File: src/pssc_pkg.sv
// Package for the page select stack and core register bank.
// Shared by the bank top, the page stack, the checker and the bench; no imports used.
package pssc_pkg;

    // Register addresses in the special register space
    localparam logic [7:0] STACK_POINTER_ADDR     = 8'h81;
    localparam logic [7:0] DATA_POINTER_LOW_ADDR  = 8'h82;
    localparam logic [7:0] DATA_POINTER_HIGH_ADDR = 8'h83;
    localparam logic [7:0] ARITH_WORK_REG_ADDR    = 8'he0;
    localparam logic [7:0] ACTIVE_PAGE_SEL_ADDR   = 8'ha7;
    localparam logic [7:0] PAGE_CONTROL_REG_ADDR  = 8'ha6;
    localparam logic [7:0] PAGE_STACK_MIDDLE_ADDR = 8'h85;
    localparam logic [7:0] PAGE_STACK_BOTTOM_ADDR = 8'h86;

    // Page that holds the control and stack registers
    localparam logic [7:0] CONTROL_PAGE           = 8'h0f;

    // Field positions
    localparam int         AUTO_PAGE_SWITCH_EN_BIT = 0;

    // Reset values
    localparam logic [7:0] STACK_POINTER_RST      = 8'h07;
    localparam logic [7:0] DATA_POINTER_RST       = 8'h00;
    localparam logic [7:0] ARITH_WORK_REG_RST     = 8'h00;
    localparam logic [7:0] ACTIVE_PAGE_SEL_RST    = 8'h00;
    localparam logic [7:0] PAGE_STACK_RST         = 8'h00;
    localparam logic       AUTO_PAGE_SWITCH_RST   = 1'b1;

    // Page stack contents
    typedef struct packed {
        logic [7:0] active;
        logic [7:0] middle;
        logic [7:0] bottom;
    } pssc_stack_t;

    // Software register access
    typedef struct packed {
        logic       wr;
        logic       rd;
        logic [7:0] addr;
        logic [7:0] wdata;
    } pssc_access_t;

    // Stack operation requested this cycle
    typedef enum logic [1:0] {
        PSSC_HOLD = 2'b00,
        PSSC_PUSH = 2'b01,
        PSSC_POP  = 2'b11,
        PSSC_LOAD = 2'b10
    } pssc_op_t;

endpackage

File: src/pssc_core_regs.sv
// Page select stack and core registers of the processor.
// Assumes the core sequencer pulses entry and return for one cycle each.
`timescale 1ns/10ps
`default_nettype none
module pssc_core_regs (
    // Clock and reset
    input  wire logic                  clk_i,
    input  wire logic                  reset_i,
    // Interrupt sequencing from the core
    input  wire logic                  irq_entry_i,
    input  wire logic [7:0]            irq_page_i,
    input  wire logic                  interrupt_return_op_i,
    // Core stack push and pop requests
    input  wire logic                  sp_push_i,
    input  wire logic                  sp_pop_i,
    // Software register access
    input  wire pssc_pkg::pssc_access_t access_i,
    // Accumulator bit access
    input  wire logic                  acc_bit_we_i,
    input  wire logic [2:0]            acc_bit_sel_i,
    input  wire logic                  acc_bit_val_i,
    // Read answer
    output logic [7:0]                 rdata_o,
    output logic                       rvalid_o,
    // Register values for the core
    output logic [7:0]                 active_page_sel_o,
    output logic [15:0]                indirect_pointer_word_o,
    output logic [7:0]                 stack_pointer_o,
    output logic [7:0]                 arith_work_reg_o,
    output logic                       auto_page_switch_en_o
);

    pssc_pkg::pssc_stack_t stack;
    pssc_pkg::pssc_op_t    op;
    logic [2:0]            level_we;
    logic [7:0]            stack_pointer;
    logic [7:0]            next_stack_pointer;
    logic [7:0]            data_pointer_low;
    logic [7:0]            next_data_pointer_low;
    logic [7:0]            data_pointer_high;
    logic [7:0]            next_data_pointer_high;
    logic [7:0]            arith_work_reg;
    logic [7:0]            next_arith_work_reg;
    logic                  auto_page_switch_en;
    logic                  next_auto_page_switch_en;
    logic                  on_ctl_page;
    logic                  rd_hit;
    logic [7:0]            rd_value;

    // Software write hit for an address
    function automatic logic wr_hit(input pssc_pkg::pssc_access_t a,
                                    input logic [7:0] addr);
        wr_hit = a.wr && (a.addr == addr);
    endfunction

    // Paged registers need the control page selected
    assign on_ctl_page = (stack.active == pssc_pkg::CONTROL_PAGE);

    // Stack operation choice
    always_comb begin
        op = pssc_pkg::PSSC_HOLD;
        if (auto_page_switch_en) begin
            if (irq_entry_i) begin
                op = pssc_pkg::PSSC_PUSH;
            end else if (interrupt_return_op_i) begin
                op = pssc_pkg::PSSC_POP;
            end
        end
        level_we[2] = wr_hit(access_i, pssc_pkg::ACTIVE_PAGE_SEL_ADDR);
        level_we[1] = on_ctl_page && wr_hit(access_i, pssc_pkg::PAGE_STACK_MIDDLE_ADDR);
        level_we[0] = on_ctl_page && wr_hit(access_i, pssc_pkg::PAGE_STACK_BOTTOM_ADDR);
    end

    pssc_page_stack u_stack (
        .clk_i        (clk_i),
        .reset_i      (reset_i),
        .op_i         (op),
        .entry_page_i (irq_page_i),
        .level_we_i   (level_we),
        .wdata_i      (access_i.wdata),
        .stack_o      (stack)
    );

    // Core register next values; push and pop win over a stack pointer write, a software write wins over an accumulator bit write
    always_comb begin
        next_stack_pointer       = stack_pointer;
        next_data_pointer_low    = data_pointer_low;
        next_data_pointer_high   = data_pointer_high;
        next_arith_work_reg      = arith_work_reg;
        next_auto_page_switch_en = auto_page_switch_en;
        if (wr_hit(access_i, pssc_pkg::STACK_POINTER_ADDR)) begin
            next_stack_pointer = access_i.wdata;
        end
        if (sp_push_i) begin
            next_stack_pointer = stack_pointer + 8'h01;
        end else if (sp_pop_i) begin
            next_stack_pointer = stack_pointer - 8'h01;
        end
        if (wr_hit(access_i, pssc_pkg::DATA_POINTER_LOW_ADDR)) begin
            next_data_pointer_low = access_i.wdata;
        end
        if (wr_hit(access_i, pssc_pkg::DATA_POINTER_HIGH_ADDR)) begin
            next_data_pointer_high = access_i.wdata;
        end
        if (wr_hit(access_i, pssc_pkg::ARITH_WORK_REG_ADDR)) begin
            next_arith_work_reg = access_i.wdata;
        end else if (acc_bit_we_i) begin
            next_arith_work_reg[acc_bit_sel_i] = acc_bit_val_i;
        end
        if (on_ctl_page && wr_hit(access_i, pssc_pkg::PAGE_CONTROL_REG_ADDR)) begin
            next_auto_page_switch_en = access_i.wdata[pssc_pkg::AUTO_PAGE_SWITCH_EN_BIT];
        end
    end

    // Register core state
    always_ff @(posedge clk_i) begin
        if (reset_i) begin
            stack_pointer       <= pssc_pkg::STACK_POINTER_RST;
            data_pointer_low    <= pssc_pkg::DATA_POINTER_RST;
            data_pointer_high   <= pssc_pkg::DATA_POINTER_RST;
            arith_work_reg      <= pssc_pkg::ARITH_WORK_REG_RST;
            auto_page_switch_en <= pssc_pkg::AUTO_PAGE_SWITCH_RST;
        end else begin
            stack_pointer       <= next_stack_pointer;
            data_pointer_low    <= next_data_pointer_low;
            data_pointer_high   <= next_data_pointer_high;
            arith_work_reg      <= next_arith_work_reg;
            auto_page_switch_en <= next_auto_page_switch_en;
        end
    end

    // Read select; core registers ignore the page, paged ones need it
    always_comb begin
        rd_hit   = 1'b1;
        rd_value = 8'h00;
        if (access_i.addr == pssc_pkg::STACK_POINTER_ADDR) begin
            rd_value = stack_pointer;
        end else if (access_i.addr == pssc_pkg::DATA_POINTER_LOW_ADDR) begin
            rd_value = data_pointer_low;
        end else if (access_i.addr == pssc_pkg::DATA_POINTER_HIGH_ADDR) begin
            rd_value = data_pointer_high;
        end else if (access_i.addr == pssc_pkg::ARITH_WORK_REG_ADDR) begin
            rd_value = arith_work_reg;
        end else if (access_i.addr == pssc_pkg::ACTIVE_PAGE_SEL_ADDR) begin
            rd_value = stack.active;
        end else if (on_ctl_page && access_i.addr == pssc_pkg::PAGE_STACK_MIDDLE_ADDR) begin
            rd_value = stack.middle;
        end else if (on_ctl_page && access_i.addr == pssc_pkg::PAGE_STACK_BOTTOM_ADDR) begin
            rd_value = stack.bottom;
        end else if (on_ctl_page && access_i.addr == pssc_pkg::PAGE_CONTROL_REG_ADDR) begin
            rd_value = {7'h00, auto_page_switch_en}; // Reserved bits read zero
        end else begin
            rd_hit = 1'b0;
        end
    end

    pssc_read_mux u_rd (
        .clk_i    (clk_i),
        .reset_i  (reset_i),
        .rd_i     (access_i.rd),
        .hit_i    (rd_hit),
        .value_i  (rd_value),
        .rdata_o  (rdata_o),
        .rvalid_o (rvalid_o)
    );

    // Register-backed outputs
    assign active_page_sel_o       = stack.active;
    assign indirect_pointer_word_o = {data_pointer_high, data_pointer_low};
    assign stack_pointer_o         = stack_pointer;
    assign arith_work_reg_o        = arith_work_reg;
    assign auto_page_switch_en_o   = auto_page_switch_en;

endmodule
`default_nettype wire

File: src/pssc_page_stack.sv
// Three-level page selection stack with push, pop and software writes.
// Assumes the caller never asks for push and pop in the same cycle.
`timescale 1ns/10ps
`default_nettype none
module pssc_page_stack (
    // Clock and reset
    input  wire logic                 clk_i,
    input  wire logic                 reset_i,
    // Stack control
    input  wire pssc_pkg::pssc_op_t   op_i,
    input  wire logic [7:0]           entry_page_i,
    input  wire logic [2:0]           level_we_i,
    input  wire logic [7:0]           wdata_i,
    // Stack contents
    output var   pssc_pkg::pssc_stack_t stack_o
);

    pssc_pkg::pssc_stack_t stack;
    pssc_pkg::pssc_stack_t next_stack;

    // Shift on push or pop, otherwise store software writes
    always_comb begin
        next_stack = stack;
        case (op_i)
            pssc_pkg::PSSC_PUSH: begin
                next_stack.bottom = stack.middle;
                next_stack.middle = stack.active;
                next_stack.active = entry_page_i;
            end
            pssc_pkg::PSSC_POP: begin
                next_stack.active = stack.middle;
                next_stack.middle = stack.bottom;
            end
            default: begin
                // Plain stores, never a shift
                if (level_we_i[2]) next_stack.active = wdata_i;
                if (level_we_i[1]) next_stack.middle = wdata_i;
                if (level_we_i[0]) next_stack.bottom = wdata_i;
            end
        endcase
    end

    // Register the stack
    always_ff @(posedge clk_i) begin
        if (reset_i) begin
            stack.active <= pssc_pkg::ACTIVE_PAGE_SEL_RST;
            stack.middle <= pssc_pkg::PAGE_STACK_RST;
            stack.bottom <= pssc_pkg::PAGE_STACK_RST;
        end else begin
            stack <= next_stack;
        end
    end

    assign stack_o = stack;

endmodule
`default_nettype wire

File: src/pssc_read_mux.sv
// Registered read data for the bank.
// Assumes the select inputs are stable in the read cycle.
`timescale 1ns/10ps
`default_nettype none
module pssc_read_mux (
    // Clock and reset
    input  wire logic       clk_i,
    input  wire logic       reset_i,
    // Selected value
    input  wire logic       rd_i,
    input  wire logic       hit_i,
    input  wire logic [7:0] value_i,
    // Read answer
    output logic [7:0]      rdata_o,
    output logic            rvalid_o
);

    logic [7:0] next_rdata;
    logic       next_rvalid;

    // Unmapped reads answer zero
    always_comb begin
        next_rvalid = rd_i;
        next_rdata  = (rd_i && hit_i) ? value_i : 8'h00;
    end

    // Register the answer
    always_ff @(posedge clk_i) begin
        if (reset_i) begin
            rdata_o  <= 8'h00;
            rvalid_o <= 1'b0;
        end else begin
            rdata_o  <= next_rdata;
            rvalid_o <= next_rvalid;
        end
    end

endmodule
`default_nettype wire

File: config.mk
export PLATFORM = sky130hd
export DESIGN_NAME = pssc_core_regs
export DESIGN_NICKNAME = d
export VERILOG_FILES = /design/src/pssc_pkg.sv /design/src/pssc_core_regs.sv /design/src/pssc_page_stack.sv /design/src/pssc_read_mux.sv
export SDC_FILE = /design/constraint.sdc
export NUM_CORES = 1
export LEC_CHECK = 0
export BUFFER_PORTS_ARGS = -buffer_cell sky130_fd_sc_hd__buf_4
export CORE_ASPECT_RATIO = 0.75
export CORE_MARGIN = 1
export CORE_UTILIZATION = 35
export CTS_CLUSTER_DIAMETER = 150
export DETAILED_ROUTE_END_ITERATION = 7
export PLACE_DENSITY = 0.68
export SLEW_MARGIN = 20
export SYNTH_ARGS = -nofsm -noshare
export SYNTH_HDL_FRONTEND = slang
export SYNTH_SLANG_ARGS = --single-unit
File: constraint.sdc
create_clock -name clk_i -period 1.9 [get_ports clk_i]
set_input_delay 0.38 -clock clk_i [delete_from_list [all_inputs] [get_ports clk_i]]
set_output_delay 0.38 -clock clk_i [all_outputs]
set_load 0.1 [all_outputs]
After elaboration in Yosys (flattened, before gate mapping)
Cells that the tools add are included.
- output and inout bits: 50
- input port bits: 37
- word-level logic and storage cells: 82
- register bits: 66
- mux-type cells: 32
- order comparisons: 2
- bitwise operators: 2
- add/sub/neg operators: 2
- reductions and logical operators: 23
- eq/ne operators: 11
- operator list (operator ; count):
    $mux 8 ; 15
    $eq 8x8->1 const B ; 8
    $pmux 16 s2 ; 1
    $logic_and 1x1->1 ; 16
    $pmux 8 s2 ; 1
    $mux 1 ; 10
    $reduce_bool 3->1 ; 3
    $add 8x1->8 const B ; 1
    $bwmux 8 ; 1
    $eq 8x4->1 const B ; 1
    $sub 8x1->8 const B ; 1
    $mux 2 ; 3
    $lt 3x4->1 const B ; 1
    $reduce_bool 2->1 ; 2
    $demux 1 s3 ; 1
    $ge 3x1->1 const B ; 1
    $eq 2x1->1 const B ; 1
    $eq 2x2->1 const B ; 1
    $not 1->1 ; 2
    $reduce_and 2->1 ; 1
    $reduce_or 2->1 ; 1

Longest topological paths before layout
Gate-level depths: netlist (run 1).
- word-level depth: 13
- mapped depth: 8
- depth with buffers taken out: 7

Cells and area by module
From an unflattened synthesis (run 1), not the netlist that was laid out.
- cell total of the unflattened synthesis: 463
- area total of the unflattened synthesis: 4042.6 um2
- modules (own cells, without submodules) (module ; cells an instance ; seq. area each (um2) ; instances ; area each (um2)):
    pssc_core_regs ; 318 ; 660.6 ; 1 ; 2506.2
    pssc_page_stack ; 127 ; 480.5 ; 1 ; 1270.0
    pssc_read_mux ; 18 ; 180.2 ; 1 ; 266.5

Worst setup path before layout (run 1)
OpenSTA, ideal clock, no wires.
- kind: reg2reg
- start point: register stack_pointer[1], in the netlist stack_pointer_o[1]
- end point: register stack_pointer[6], in the netlist stack_pointer_o[6]
- cell stages (with the launch flop): 9
- arrival: 2.357 ns
- setup slack: -0.527 ns
- buffers on the path: 1
- data required time: 1.829 ns
- cells stage by stage: dfxtp_1 > clkbuf_1 > inv_1 > ha_1 > or3b_1 > or4b_1 > a21oi_1 > o21ai_1 > a21oi_1
- longest elaborated chain between the ends: 3
- ends and longest elaborated chain (element ; line ; RTL):
    start: declaration ; pssc_core_regs.sv:36 ; logic [7:0] stack_pointer;
    start signal: assignment ; pssc_core_regs.sv:118 ; stack_pointer <= pssc_pkg::STACK_POINTER_RST;
    start signal: assignment ; pssc_core_regs.sv:124 ; stack_pointer <= next_stack_pointer;
    $sub 8x1->8 ; pssc_core_regs.sv:97 ; next_stack_pointer = stack_pointer - 8'h01;
    $mux 8 ; pssc_core_regs.sv:96 ; end else if (sp_pop_i) begin
    $mux 8 * ; pssc_core_regs.sv:94 ; if (sp_push_i) begin
Mark *: on every way between the ends. The rest lies on a longest branch, timed or not.
A chain may end at the register's enable or synchronous reset.

Worst setup path after layout (run 1)
Same ends and word-level chain as after synthesis.

==> metrics.cfg, run 1 <==
[timing]
hold_viol=0
period_needed_ns=1.89
slew_violations=0
rsz0062_at_grt=true
worst_pin_slew_ns=0.626
max_slew_margin_pct=58.3
finalSetupViolCount=0
period_share_pct=99.5
fmax_ghz=0.529
skew_ns=0.00656

[clocking]
cts_sinks=66
htreeDepth=3
numCtsBuffers=9
clk_pin_slew_worst_paths_ns=0.06
cts_tree=done
root_buffer=clkbuf_16
clk_path_buf_depth=2
clock_latency_ns=0.34

[floorplanning]
floorplan.rows=33
fp.coreArea_mm2=0.0110
initial_core_util_pct=36.2
die_w_um=125
die_y_um=94.3
dieArea_mm2=0.0118
io_pins=87

[setup_path]
crit_arrival_ns=2.15
crit_required_ns=2.16
critPathLaunchType=register
cp_top_family=simple AND/OR/NAND/NOR gates
cp.buffers_inverters=1
endpoint_kind=register
path_cells=inv_1 -> ha_2 -> or3b_4 -> or4b_4 -> a21oi_2 -> o21ai_1 -> a21oi_1
worst-path-max-fanout=2
cp_slowest_cell=or4b_4
worstSetupPathType=register to register
slowest_delay_ns=0.53

[synth]
ys.warnings.count=0
synth_top_flop_cell=dfxtp_1
syn_area_per_cell_um2=8.32
synth_nets=517
syn-cell-area_mm2=0.00398
yosysSeqAreaShare_pct=33.2
synth_cells=478
yosys_register_bits=66
synth-async-reset-ratio_pct=0
ys_types=63
synth-edff-count=0

[global_route]
grt_pass1_wl_um=22500
grt_use_total_pct=25.1
antenna_found_initial=0
overflow=0
grt_pass1_vias=4039
grt_max_degree=55

[place]
dp_hpwl_um=10600
portBuffers=86
gp_congestion=0.944
dp_cells=701

[routing]
wl_per_cell_um=20.1
drt_iter0_drc=504
drtPass1Iterations=7
vias_per_cell=5.92
wirelength_um=14500
vias=4250
drcViolationCount=16
ant_nets=0

[min_path]
hp-class=input pin to register

[finish]
mostFrequentLayoutCell=buf_4
drive_above_1_share_pct=31.5
multi_input_area_mm2=0.00243
final_cell_mix=buf_4 (125), nor2_1 (63), dfxtp_1 (59)
fill_cells=1079
syn_to_final_growth_pct=32.3
area.sequential_mm2=0.00134
nNetsFinal=612
fin_cells=718
antenna-diode-count=0

[run]
maxCapViolCount=0

[run_status]
status=complete, but fails checks
violations=design-rule violations

[pwr]
vdd_drop_max_mv=0.386
power_mw=4.16
p_per_area_mw_per_mm2=791
p_leak_nw=2.22

-- layout make-up --
type                            instances  share of cell area, %
Clock inverter                          4                  0.880
Timing Repair Buffer                  127                   18.6
Sequential cell                        66                   25.4
Multi-Input combinational cell        361                   46.2
Inverter                                8                  0.571
Clock buffer                           12                   5.09
Tap cell                              140                   3.33
-- state kept, by name, indices dropped and copies added (netlist names) --
register / cells
data_pointer_high: 8
u_stack.stack_o: 24
u_rd.rvalid_o: 1
arith_work_reg_o: 8
u_rd.rdata_o: 8
auto_page_switch_en_o: 1
data_pointer_low: 8
stack_pointer_o: 8
-- kinds of logic (layout without fill, tap and decap cells) --
family                   Yosys count  in the layout  share of synthesized area (%)
buffers and inverters             51            151                           6.29
adder cells (fa/ha/maj)            2              2                          0.629
flip-flops                        66             66                           33.2
multiplexers                      32             32                           8.27
AND/OR/NAND/NOR                  175            175                           22.2
AO/OA/AOI/OAI                    152            152                           29.4
-- metal layers --
layer  vias up  track usage [%]  wire length, um
met3        19             7.76             1350
met5         -                0                0
li1       1986                -                -
met2       203             38.8             6360
met4         0             7.01              170
met1      2042             33.8             6570
-- synthesized netlist by cell type, types with 3 or more instances --
| cell | instances | share of area [%] |
|---|---|---|
| a21oi_1 | 16 | 2.0 |
| o211ai_1 | 9 | 1.7 |
| o22a_1 | 7 | 1.5 |
| nand2_1 | 45 | 4.2 |
| buf_6 | 3 | 0.85 |
| mux2_2 | 7 | 2.0 |
| inv_1 | 8 | 0.75 |
| nor2_1 | 65 | 6.1 |
| mux2i_1 | 25 | 6.3 |
| nand4_1 | 4 | 0.63 |
| a211oi_1 | 24 | 4.5 |
| nand2b_1 | 5 | 0.79 |
| a22o_1 | 15 | 3.3 |
| buf_1 | 3 | 0.28 |
| buf_4 | 8 | 1.5 |
| clkbuf_1 | 24 | 2.3 |
| nor2b_1 | 8 | 1.3 |
| and2_1 | 3 | 0.47 |
| o21ai_1 | 5 | 0.63 |
| a311oi_1 | 6 | 1.3 |
| a222oi_1 | 9 | 2.3 |
| o21a_1 | 7 | 1.3 |
| and3_1 | 5 | 0.79 |
| nor3_1 | 7 | 0.88 |
| nor3b_1 | 3 | 0.57 |
| a22oi_1 | 18 | 3.4 |
| nand3_1 | 9 | 1.1 |
| buf_2 | 5 | 0.63 |
| dfxtp_1 | 66 | 33 |
| o22ai_1 | 5 | 0.79 |
| a31oi_1 | 3 | 0.47 |
| o21ai_0 | 10 | 1.3 |
-- through the flow --
step                      worst slack [ns]  hold WS, ns  cell area (um2)  TNS, ns  util, %
after global routing               -0.0525        0.309             5260  -0.0525     47.9
after global placement             -0.0106        0.507             4920  -0.0247     44.8
final                               0.0101        0.308             5260        0     47.9
after CTS                           0.0422        0.301             5230        0     47.6
after floorplan                     -0.235        0.481             3990   -0.235        -
after detailed placement          -0.00852        0.517             4920  -0.0100     44.8
-- where the power goes --
group / internal, mW / total (mW) / switching (mW)
clock network: 1.13 / 1.76 / 0.632
registers: 1.45 / 1.51 / 0.0646
logic: 0.296 / 0.890 / 0.594
total: 2.87 / 4.16 / 1.29
-- repair_timing --
item,CTS,global route
resized for setup,0,9
endpoints found under the setup margin,0,4
buffers inserted,0,1
hold buffers,0,0
-- final timing paths --
kind,start,to,slack [ns],depth (start not counted)
setup / recovery,stack_pointer_o[1],stack_pointer_o[6],0.01,7
hold / removal,irq_page_i[7],u_stack.stack_o[23],0.31,3
setup reg to reg,stack_pointer_o[1],stack_pointer_o[6],0.01,7
hold reg to reg,u_stack.stack_o[1],u_stack.stack_o[1],0.52,2
-- tightest hold or removal path: stages --
cell and delay (ns):
buf_4 0.08, a222oi_1 0.06, nor2_1 0.09
Power figures use the tool's default switching activity.
==> inputs of run 2 (changes only) <==
--- a/config.mk
+++ b/config.mk
@@ -12,6 +12,7 @@
 export CTS_CLUSTER_DIAMETER = 150
 export DETAILED_ROUTE_END_ITERATION = 7
 export PLACE_DENSITY = 0.68
+export RECOVER_POWER = 25
 export SLEW_MARGIN = 20
 export SYNTH_ARGS = -nofsm -noshare
 export SYNTH_HDL_FRONTEND = slang
==> run 2 against run 1 <==
The run still ends with design-rule violations left. Hold slack got worse by 0.00075 ns. Total power decreased by 0.12%. Register-to-register slack about the same. Clock skew increased by 0.00073 ns. Fmax decreased by 0.27%. Non-clock buffer count unchanged. Routed wire length decreased by 0.21%. Sequential power about the same. Via count increased by 0.56%. Critical path type unchanged. Largest cell class unchanged.
==> metrics.cfg, run 2 (synthesized netlist as in run 1, its figures left out) <==
[setup_path]
worstSetupPathType=register to register  ; unchanged
cp_top_family=simple AND/OR/NAND/NOR gates  ; unchanged
rrSetupSlack_ns=0.005  ; was 0.01 ns
cp_slowest_cell=or4b_4  ; unchanged
critPathLaunch=stack_pointer_o[1]  ; unchanged
cp.buffers_inverters=1  ; unchanged
worst-path-stages=7  ; unchanged
endpoint_kind=register  ; unchanged
critPathLaunchType=register  ; unchanged
endpoint=stack_pointer_o[6]  ; unchanged
crit_required_ns=2.16  ; about the same
crit_arrival_ns=2.16  ; was 2.15 ns
worst-path-max-fanout=2  ; unchanged
slowest_delay_ns=0.53  ; about the same
reg2reg_from=stack_pointer_o[1]  ; unchanged
r2r_cells=7  ; unchanged
r2r_end=stack_pointer_o[6]  ; unchanged
path_cells=inv_1 -> ha_2 -> or3b_4 -> or4b_4 -> a21oi_2 -> o21ai_1 -> a21oi_1  ; unchanged

[routing]
drt_iter0_drc=520  ; was 504
wirelength_um=14400  ; was 14500 um
vias=4274  ; was 4250
ant_nets=0  ; unchanged
vias_per_cell=5.95  ; was 5.92
drtPass1Iterations=8  ; was 7
drcViolationCount=16  ; unchanged
wl_per_cell_um=20.1  ; about the same

[pwr]
p_clk_share_pct=42.4  ; was 42.3%
p_per_area_mw_per_mm2=800  ; was 791 mW/mm2
p_sw_mw=1.29  ; about the same
p_leak_nw=2.19  ; was 2.22 nW
p_int_mw=2.86  ; was 2.87 mW
power_mw=4.16  ; about the same
sequentialPowerShare_pct=36.3  ; about the same
vdd_drop_max_mv=0.387  ; was 0.386 mV
swShare_pct=31.1  ; was 31.0%
comb_power_share_pct=21.3  ; was 21.4%

[place]
post-place-ws_ns=-0.00852  ; unchanged
dp_cells=701  ; unchanged
dp_hpwl_um=10600  ; unchanged
gp_congestion=0.944  ; unchanged
portBuffers=86  ; unchanged

[run_status]
status=complete, but fails checks  ; unchanged
violations=design-rule violations  ; unchanged

[global_route]
overflow=0  ; unchanged
antenna_found_initial=0  ; unchanged
grt_pass1_wl_um=22500  ; unchanged
grt_pass1_vias=4039  ; unchanged
grt_use_total_pct=25.1  ; unchanged
grt_max_degree=55  ; unchanged

[min_path]
hp-class=input pin to register  ; unchanged

[timing]
period_needed_ns=1.90  ; was 1.89 ns
whs_ns=0.308  ; about the same
tns_ns=0  ; unchanged
worst_pin_slew_ns=0.631  ; was 0.626 ns
hold_viol=0  ; unchanged
skew_ns=0.00729  ; was 0.00656 ns
slew_violations=0  ; unchanged
finalSetupViolCount=0  ; unchanged
max_slew_margin_pct=57.9  ; was 58.3%
period_share_pct=99.7  ; was 99.5%
rsz0062_at_grt=true  ; unchanged
fmax_ghz=0.528  ; was 0.529 GHz
layout_setup_ws_ns=0.00492  ; was 0.0101 ns

[finish]
antenna-diode-count=0  ; unchanged
fin_cells=718  ; unchanged
mostFrequentLayoutCell=buf_4  ; unchanged
syn_to_final_growth_pct=30.5  ; was 32.3%
largest_reg_flops=24  ; unchanged
final_cell_mix=buf_4 (99), nor2_1 (63), dfxtp_1 (59)  ; was buf_4 (125), nor2_1 (63), dfxtp_1 (59)
nNetsFinal=612  ; unchanged
drive_above_1_share_pct=31.0  ; was 31.5%

[floorplanning]
initial_core_util_pct=36.2  ; unchanged
io_pins=87  ; unchanged
die_y_um=94.3  ; unchanged
dieArea_mm2=0.0118  ; unchanged
fp.coreArea_mm2=0.0110  ; unchanged
floorplan.rows=33  ; unchanged
die_w_um=125  ; unchanged

[clocking]
cts_sinks=66  ; unchanged
numCtsBuffers=9  ; unchanged
clk_path_buf_depth=2  ; unchanged
htreeDepth=3  ; unchanged
root_buffer=clkbuf_16  ; unchanged
cts_tree=done  ; unchanged
clk_pin_slew_worst_paths_ns=0.06  ; about the same
clock_latency_ns=0.34  ; about the same

[run]
maxCapViolCount=0  ; unchanged

run 2: area by class of cell:
cell class              instances  area, um2
clock buffers                  12        268
clock inverters                 4       46.3
fillers                      1089       5790
inverters                       8       30.0
multi-input cells             361       2430
flip-flops and latches         66       1340
well taps                     140        175
repair buffers                127        910
run 2: tightest hold or removal path, delay by kind of cell:
family,cells,cell delay [ns]
AO/OA/AOI/OAI,1,0.06
AND/OR/NAND/NOR,1,0.09
buffers and inverters,1,0.08
run 2: layer usage:
layer | up-vias | global-route usage, % | part of all wire (%)
li1 | 1990 | - | -
met1 | 2061 | 33.8 | 45
met2 | 205 | 38.8 | 44
met3 | 18 | 7.76 | 9.6
met4 | 0 | 7.01 | 1.2
met5 | - | 0 | 0
run 2: power by group through the flow:
stage / sequential, mW / combinational, mW / clock [mW]
CTS: 1.51 / 0.878 / 1.79
floorplan: 1.66 / 0.453 / 0
finish: 1.51 / 0.884 / 1.76
detailed placement: 1.54 / 0.875 / 0
global placement: 1.53 / 0.866 / 0
global route: 1.52 / 0.943 / 1.84
run 2: stage by stage:
| stage | util [%] | cell area, um2 |
|---|---|---|
| 3_5_place_dp | 44.8 | 4920 |
| 3_3_place_gp | 44.8 | 4920 |
| 2_1_floorplan | - | 3990 |
| 5_1_grt | 47.3 | 5190 |
| 6_report | 47.3 | 5190 |
| 4_1_cts | 47.6 | 5230 |
run 2: repair_timing:
action | 4_1_cts | 5_1_grt
resized for setup | 0 | 9
hold buffers | 0 | 0
endpoints found under the setup margin | 0 | 4
buffers inserted | 0 | 1
run 2: how the worst min path moves through the flow:
stage,startpoint,end,slack [ns],cells past startpoint
floorplan,u_stack.stack_o[9],u_stack.stack_o[1],0.48,2
global placement,data_pointer_high[1],data_pointer_high[1],0.51,2
detailed placement,u_stack.stack_o[1],u_stack.stack_o[1],0.52,2
CTS,irq_page_i[7],u_stack.stack_o[23],0.30,3
global route,irq_page_i[7],u_stack.stack_o[23],0.31,3
finish,irq_page_i[7],u_stack.stack_o[23],0.31,3
